## src/design/psw_cfg_mem.sv

```systemverilog
`timescale 1ns/100ps
package psw_pkg;
	localparam int          PSW_NUM_SW    = 16;
	localparam int          PSW_IDX_W     = 4;
	localparam int          PSW_OUT_W     = 5;
	localparam int          PSW_NUM_OUT   = 32;
	localparam int          PSW_UPOS_W    = 32;
	localparam int          PSW_UNIT_W    = 16;
	localparam int          PSW_PROD_W    = 64;
	localparam logic [4:0]  PSW_OUT_MIN   = 5'h08;
	localparam int          PSW_EDGES_PPR = 4;
	localparam logic [15:0] PSW_EN_RST    = 16'h0000;
	localparam logic [31:0] PSW_OUT_RST   = 32'h0000_0000;
	// Field positions of one stored switch word, counted from bit 0.
	localparam int          PSW_F_OFF     = 0;
	localparam int          PSW_F_ON      = PSW_F_OFF + PSW_UPOS_W;
	localparam int          PSW_F_LVL     = PSW_F_ON + PSW_UPOS_W;
	localparam int          PSW_F_OUT     = PSW_F_LVL + 1;
	localparam int          PSW_F_AXIS    = PSW_F_OUT + PSW_OUT_W;
endpackage

module psw_cfg_mem #(
	parameter int WIDTH = 72,
	parameter int DEPTH = 16,
	parameter int AW    = 4
) (
	// Clock and reset
	input  wire logic             clk_i,
	input  wire logic             rst_b_i,
	input  wire logic             ce_i,
	// Write port
	input  wire logic             we_i,
	input  wire logic [AW-1:0]    waddr_i,
	input  wire logic [WIDTH-1:0] wdata_i,
	// Read port, data one cycle after the address
	input  wire logic [AW-1:0]    raddr_i,
	output logic      [WIDTH-1:0] rdata_o
);
	logic [WIDTH-1:0] mem_q [DEPTH];

	// The array carries no reset so it can map onto plain storage cells.
	always_ff @(posedge clk_i) begin
		if (ce_i && we_i) begin
			mem_q[waddr_i] <= wdata_i;
		end
	end

	always_ff @(posedge clk_i or negedge rst_b_i) begin
		if (!rst_b_i) begin
			rdata_o <= '0;
		end else if (ce_i) begin
			rdata_o <= mem_q[raddr_i];
		end
	end
endmodule // psw_cfg_mem

```

## src/design/psw_top.sv

```systemverilog
// Notes on behaviour
// - Sixteen switches, each with own axis, on and off position and output.
// - Enabled switch drives output on at on position, off at off position.
// - Every switch is evaluated once per servo tick, two cycles each, so outputs lag the tick by up to 32 cycles.
// - Disabling leaves the output as it is until a general output write.
// - Stored level is driven while the position is inside the active span.
// - Positions kept in user units, scaled by axis units factor for compare.
// - Encoder counting takes four edges per pulse.
// - Switching is periodic per servo tick, not edge-exact.
`timescale 1ns/100ps
module psw_top
	import psw_pkg::*;
#(
	parameter int NUM_AXES = 2,
	parameter int AXIS_W   = 2,
	parameter int POS_W    = 32
) (
	// Clock, reset, enable
	input  wire logic                         MCLK_I,
	input  wire logic                         RST_B_I,
	input  wire logic                         CE_I,
	// Servo cycle reference, one-cycle pulse
	input  wire logic                         SERVO_TICK_I,
	// Encoder pins per axis
	input  wire logic [NUM_AXES-1:0]          ENC_A_I,
	input  wire logic [NUM_AXES-1:0]          ENC_B_I,
	// Units conversion factor per axis, counts per user unit
	input  wire logic [NUM_AXES*PSW_UNIT_W-1:0] UNITS_I,
	// Switch configuration
	input  wire logic                         CFG_WR_I,
	input  wire logic                         CFG_FULL_I,
	input  wire logic [PSW_IDX_W-1:0]         CFG_IDX_I,
	input  wire logic                         CFG_EN_I,
	input  wire logic [AXIS_W-1:0]            CFG_AXIS_I,
	input  wire logic [PSW_OUT_W-1:0]         CFG_OUT_I,
	input  wire logic                         CFG_LVL_I,
	input  wire logic [PSW_UPOS_W-1:0]        CFG_ON_I,
	input  wire logic [PSW_UPOS_W-1:0]        CFG_OFF_I,
	// General output write
	input  wire logic                         GENERAL_OUTPUT_WRITE_I,
	input  wire logic [PSW_OUT_W-1:0]         GOW_NUM_I,
	input  wire logic                         GOW_VAL_I,
	// Status and outputs
	output logic      [PSW_NUM_OUT-1:0]       OUT_O,
	output logic      [PSW_NUM_SW-1:0]        SW_EN_O,
	output logic                              BUSY_O
);
	localparam int MEM_W = AXIS_W + PSW_F_AXIS;

	typedef enum logic [1:0] {ST_IDLE, ST_READ, ST_EVAL} psw_st_t;

	typedef struct packed {
		psw_st_t                          st;
		logic [PSW_IDX_W-1:0]             idx;
		logic [PSW_NUM_SW-1:0]            en;
		logic [PSW_NUM_OUT-1:0]           out;
		logic [NUM_AXES-1:0]              a1;
		logic [NUM_AXES-1:0]              a2;
		logic [NUM_AXES-1:0]              a3;
		logic [NUM_AXES-1:0]              b1;
		logic [NUM_AXES-1:0]              b2;
		logic [NUM_AXES-1:0]              b3;
		logic [NUM_AXES-1:0][POS_W-1:0]   cnt;
		logic [NUM_AXES-1:0][POS_W-1:0]   smp;
		logic                             busy;
	} psw_state_t;

	psw_state_t       s_q;
	psw_state_t       s_d;
	logic [MEM_W-1:0] rd_data;
	logic [MEM_W-1:0] wr_data;

	// One step of a x4 quadrature count: every edge of A or B moves by one.
	function automatic logic signed [1:0] quad_step(input logic pa, input logic pb,
		input logic ca, input logic cb);
		logic [3:0] t;
		t = {pa, pb, ca, cb};
		unique case (t)
			4'h1, 4'h7, 4'hE, 4'h8: quad_step = 2'sd1;
			4'h2, 4'hB, 4'hD, 4'h4: quad_step = -2'sd1;
			default:                quad_step = 2'sd0;
		endcase
	endfunction

	// User units to encoder counts; wide enough that no product overflows.
	function automatic logic signed [PSW_PROD_W-1:0] to_counts(
		input logic [PSW_UPOS_W-1:0] u, input logic [PSW_UNIT_W-1:0] f);
		logic signed [PSW_PROD_W-1:0] a;
		logic signed [PSW_PROD_W-1:0] b;
		a = PSW_PROD_W'($signed(u));
		b = PSW_PROD_W'($signed({1'b0, f}));
		to_counts = a * b;
	endfunction

	// An axis number past the last fitted axis leaves the switch inert.
	function automatic logic axis_ok(input logic [AXIS_W-1:0] a);
		axis_ok = (int'(a) < NUM_AXES);
	endfunction

	assign wr_data = {CFG_AXIS_I, CFG_OUT_I, CFG_LVL_I, CFG_ON_I, CFG_OFF_I};

	psw_cfg_mem #(
		.WIDTH (MEM_W),
		.DEPTH (PSW_NUM_SW),
		.AW    (PSW_IDX_W)
	) u_mem (
		.clk_i   (MCLK_I),
		.rst_b_i (RST_B_I),
		.ce_i    (CE_I),
		.we_i    (CFG_WR_I && CFG_FULL_I),
		.waddr_i (CFG_IDX_I),
		.wdata_i (wr_data),
		.raddr_i (s_q.idx),
		.rdata_o (rd_data)
	);

	always_comb begin
		logic [AXIS_W-1:0]            ax;
		logic [PSW_OUT_W-1:0]         onum;
		logic                         lvl;
		logic signed [PSW_PROD_W-1:0] pos;
		logic signed [PSW_PROD_W-1:0] onc;
		logic signed [PSW_PROD_W-1:0] offc;
		logic [PSW_UNIT_W-1:0]        units;
		logic                         active;
		ax     = rd_data[PSW_F_AXIS +: AXIS_W];
		onum   = rd_data[PSW_F_OUT +: PSW_OUT_W];
		lvl    = rd_data[PSW_F_LVL];
		pos    = '0;
		units  = '0;
		onc    = '0;
		offc   = '0;
		active = 1'b0;
		s_d    = s_q;

		// Encoder pins pass two flops; the third keeps the previous level.
		// The count wraps silently, so very long travel in one direction aliases.
		s_d.a1 = ENC_A_I;
		s_d.a2 = s_q.a1;
		s_d.a3 = s_q.a2;
		s_d.b1 = ENC_B_I;
		s_d.b2 = s_q.b1;
		s_d.b3 = s_q.b2;
		for (int i = 0; i < NUM_AXES; i++) begin
			s_d.cnt[i] = s_q.cnt[i] + POS_W'(quad_step(s_q.a3[i], s_q.b3[i],
				s_q.a2[i], s_q.b2[i]));
		end

		if (CFG_WR_I) begin
			if (CFG_FULL_I) begin
				s_d.en[CFG_IDX_I] = CFG_EN_I;
			end else if (!CFG_EN_I) begin
				s_d.en[CFG_IDX_I] = 1'b0;
			end
		end

		unique case (s_q.st)
			ST_IDLE: begin
				if (SERVO_TICK_I) begin
					s_d.smp = s_q.cnt;
					s_d.idx = '0;
					s_d.st  = ST_READ;
				end
			end
			ST_READ: begin
				// The memory needs this cycle to present the word, so two cycles per switch.
				s_d.st = ST_EVAL;
			end
			ST_EVAL: begin
				// Units are read live, so changing them mid-scan splits the bank
				// between the old and the new scaling.
				if (axis_ok(ax)) begin
					units = UNITS_I[int'(ax)*PSW_UNIT_W +: PSW_UNIT_W];
					pos   = PSW_PROD_W'($signed(s_q.smp[ax]));
				end
				onc  = to_counts(rd_data[PSW_F_ON +: PSW_UPOS_W], units);
				offc = to_counts(rd_data[PSW_F_OFF +: PSW_UPOS_W], units);
				if (onc < offc) begin
					active = (pos >= onc) && (pos < offc);
				end else begin
					// A span with on above off wraps through the axis origin.
					active = (pos >= onc) || (pos < offc);
				end
				// A disabled switch never touches its output, so it holds.
				if (s_q.en[s_q.idx] && onc != offc && onum >= PSW_OUT_MIN &&
					axis_ok(ax)) begin
					s_d.out[onum] = active ? lvl : ~lvl;
				end
				s_d.idx = s_q.idx + 1'b1;
				s_d.st  = (s_q.idx == PSW_IDX_W'(PSW_NUM_SW - 1)) ? ST_IDLE : ST_READ;
			end
		endcase

		// A software write lands after the scan's result for the same bit.
		if (GENERAL_OUTPUT_WRITE_I && GOW_NUM_I >= PSW_OUT_MIN) begin
			s_d.out[GOW_NUM_I] = GOW_VAL_I;
		end

		// Busy has a flop of its own so the pin carries no decode glitches.
		s_d.busy = (s_d.st != ST_IDLE);
	end

	always_ff @(posedge MCLK_I or negedge RST_B_I) begin
		if (!RST_B_I) begin
			s_q     <= '0;
			s_q.st  <= ST_IDLE;
			s_q.en  <= PSW_EN_RST;
			s_q.out <= PSW_OUT_RST;
		end else if (CE_I) begin
			s_q <= s_d;
		end
	end

	assign OUT_O   = s_q.out;
	assign SW_EN_O = s_q.en;
	assign BUSY_O  = s_q.busy;
endmodule // psw_top

```

## config.mk

```make
export PLATFORM = sky130hd
export DESIGN_NAME = psw_top
export DESIGN_NICKNAME = d
export VERILOG_FILES = /design/src/design/psw_cfg_mem.sv /design/src/design/psw_top.sv
export SDC_FILE = /design/constraint.sdc
export NUM_CORES = 2
export LEC_CHECK = 0
export BUFFER_PORTS_ARGS = -buffer_cell sky130_fd_sc_hd__buf_4
export CAP_MARGIN = 20
export CORE_AREA = 2 2 539 407
export CTS_BUF_LIST = sky130_fd_sc_hd__clkbuf_2
export CTS_CLUSTER_SIZE = 40
export DETAILED_ROUTE_END_ITERATION = 10
export DIE_AREA = 0 0 541 409
export PLACE_DENSITY_LB_ADDON = 0.08
export SYNTH_ARGS = -nofsm -noshare
export SYNTH_HDL_FRONTEND = slang
export SYNTH_SLANG_ARGS = --single-unit
```

## constraint.sdc

```tcl
create_clock -name MCLK_I -period 13.3 [get_ports MCLK_I]
set_input_delay 2.66 -clock MCLK_I [delete_from_list [all_inputs] [get_ports MCLK_I]]
set_output_delay 2.66 -clock MCLK_I [all_outputs]
set_load 0.03 [all_outputs]
```

==> flow_summary.yaml <==
yosys:
  syn_nets: 8918
  synth_seq_area_share: 0.427
  synthArstFlopShare: 0.188
  yosys_warnings: 0
  ys_types: 87
  avgSynthCellArea_um2: 13.1
  synthCells: 7360
  ys.flop_type: "edfxtp_1"
  syn-cell-area_um2: 96700
  synth_edf_count: 1152
  ys_ff_latch: 1419
clock_network:
  clock_sink_count: 1419
  clockBufferDepth: 4
  cts_inserted_buffers: 356
  cts.reportedPaths.clkPinSlew_ps: 80
  clk_latency_ps: 1530
  cts-resized-gates: 0
  postCtsSetupBuffers: 0
  htreeDepth: 5
  ctsHoldBuffers: 0
  clockRootBuffer: "clkbuf_2"
  cts_tree: "built"
sta:
  timing_hold_violations_final: 0
  final_max_slew_viol_count: 0
  skew_ps: 181
  period_minus_slack_ps: 11970
  fmax_mhz: 83.5
  fin_crit_sh: 0.900
  tightest_slew_ps: 1180
  finalSetupViolCount: 0
  rsz0062_at_grt: "false"
  slew_headroom: 0.211
detailed_routing:
  dr.first_iter.drc_count: 4437
  drc: 0
  via_per_inst: 5.41
  drtPass1Iterations: 6
  wirelength_mm: 261
  ant_nets: 0
  vias: 58800
  detail_route.wl_per_cell_um: 24.0
floorplan:
  row_count: 148
  core_um2: 216000
  die_w_um: 541
  die_y_um: 409
  pin_count: 175
  die_area_um2: 221000
  floorplan.initialDensity: 0.448
cells_and_area:
  syn_to_final_growth_pct: 9.08
  fin_cells: 10900
  drive_above_1_share: 0.197
  final_common_cell: "edfxtp_1"
  nFillCells: 19300
  fin_nets: 9301
  final_cell_mix: "1,152 x edfxtp_1, 1,128 x inv_1, 980 x fa_1, 738 x nand2_1, 533 x clkbuf_2"
place:
  gp_congestion: 0.915
  hpwl_mm: 180
  port_buffers: 174
  dp_cells: 10200
outcome:
  status: "finished, final reports clean"
worst_setup_path:
  critPathArrivalTime_ps: 13230
  cp-start-kind: "primary input"
  crit_path_end_kind: "flop"
  critPathMaxFanout: 17
  cp_common_cell: "fa_1"
  slowest_delay_ps: 610
  slowest_stage: "fa_1"
  rrSetupSlack_ps: 1610
  path_class: "primary input to flop"
  required_ps: 14550
hold_path:
  hp-class: "flop to flop"
global_route:
  grt_pass1_wl_mm: 398
  grt_overflow: 0
  first_global_vias: 62800
  groute.usage.overall: 0.240
  antenna_found_initial: 27
  grt_max_degree: 138
run:
  drv_cap: 0
## through the flow
| stage | utilization | hold WS, ps | cell area [um^2] | setup WS (ps) | TNS, ps |
|---|---|---|---|---|---|
| 3_5_place_dp | 0.472 | 366 | 102000 | -25.3 | -66.3 |
| 5_1_grt | 0.488 | 396 | 105000 | 1090 | 0 |
| 4_1_cts | 0.488 | 386 | 105000 | 1550 | 0 |
| 3_3_place_gp | 0.472 | 366 | 102000 | 48.7 | 0 |
| 6_report | 0.488 | 380 | 105000 | 1330 | 0 |
| 2_1_floorplan | - | 430 | 96700 | 1400 | 0 |
## path summary, 6_finish.rpt
path	start	endpoint	depth (start not counted)
worst max-delay path	UNITS_I[19]	OUT_O[27]$_DFFE_PN0P_	41
worst min-delay path	OUT_O[3]$_DFFE_PN0P_	OUT_O[3]$_DFFE_PN0P_	0
worst max register to register	u_mem.rdata_o[71]$_DFFE_PN0P_	OUT_O[27]$_DFFE_PN0P_	41
worst min register to register	OUT_O[3]$_DFFE_PN0P_	OUT_O[3]$_DFFE_PN0P_	0
max in group asynchronous	RST_B_I	u_mem.rdata_o[71]$_DFFE_PN0P_	3
min in group asynchronous	RST_B_I	s_q[101]$_DFFE_PN0P_	1
## flip-flops by register name (all words and copies together) (netlist names)
name / count
s_d: 8
BUSY_O: 1
u_mem.rdata_o: 72
s_q: 138
u_mem.mem_q: 1152
SW_EN_O: 16
OUT_O: 32
## worst max-delay path: cells and delay by family
| kind | cells | cell delay (ps) |
|---|---|---|
| compound gates | 16 | 2940 |
| xor+xnor | 2 | 640 |
| buf+inv | 4 | 750 |
| fa+ha+maj | 9 | 4030 |
| simple gates | 9 | 2020 |
| mux | 1 | 90 |
## cells in the mapped netlist, types with 43 or more instances
cell      instances  area (um^2)
edfxtp_1       1152        34600
inv_1          1128         4230
fa_1            980        19600
nand2_1         738         2770
ha_1            452         5660
and2_1          447         2800
mux4_2          367         8270
dfrtp_1         267         6680
clkbuf_1        264          991
mux2_2          192         2160
nor2_1          173          649
a21oi_1         164          821
o21ai_0         155          776
xnor2_1         117         1020
a21o_1          109          818
mux2i_1          49          490
buf_4            48          360
xor2_1           43          377
## layout make-up
type                       count  area (um^2)  share of cell area
multi-input combinational   4461        49900               0.473
sequential                  1419        41300               0.392
inverter                    1128         4230              0.0402
tap                         2850         3570              0.0338
timing repair buffer         377         3090              0.0293
clock buffer                 533         2670              0.0253
clock inverter                86          653             0.00619
antenna                       11         27.5            0.000261
## kinds of logic after synthesis
| group | count (synthesis) | synth area share |
|---|---|---|
| simple gates | 1609 | 0.0806 |
| buf+inv | 1480 | 0.0593 |
| fa+ha+maj | 1433 | 0.262 |
| flops | 1419 | 0.427 |
| compound gates | 650 | 0.0438 |
| mux | 608 | 0.113 |
| xor+xnor | 161 | 0.0148 |
## per-layer routing
layer  up-vias  global-route usage  part of all wire
met1     30800               0.348              0.45
met3       327              0.0505             0.070
met4        18              0.0592             0.021
met2      1788               0.370              0.46
met5         -                   0           0.00047
li1      25900                   -                 -
Power is left out: the tool's default activity adds up to more than one toggle a clock period on the data nets, which glitch-free logic cannot reach.
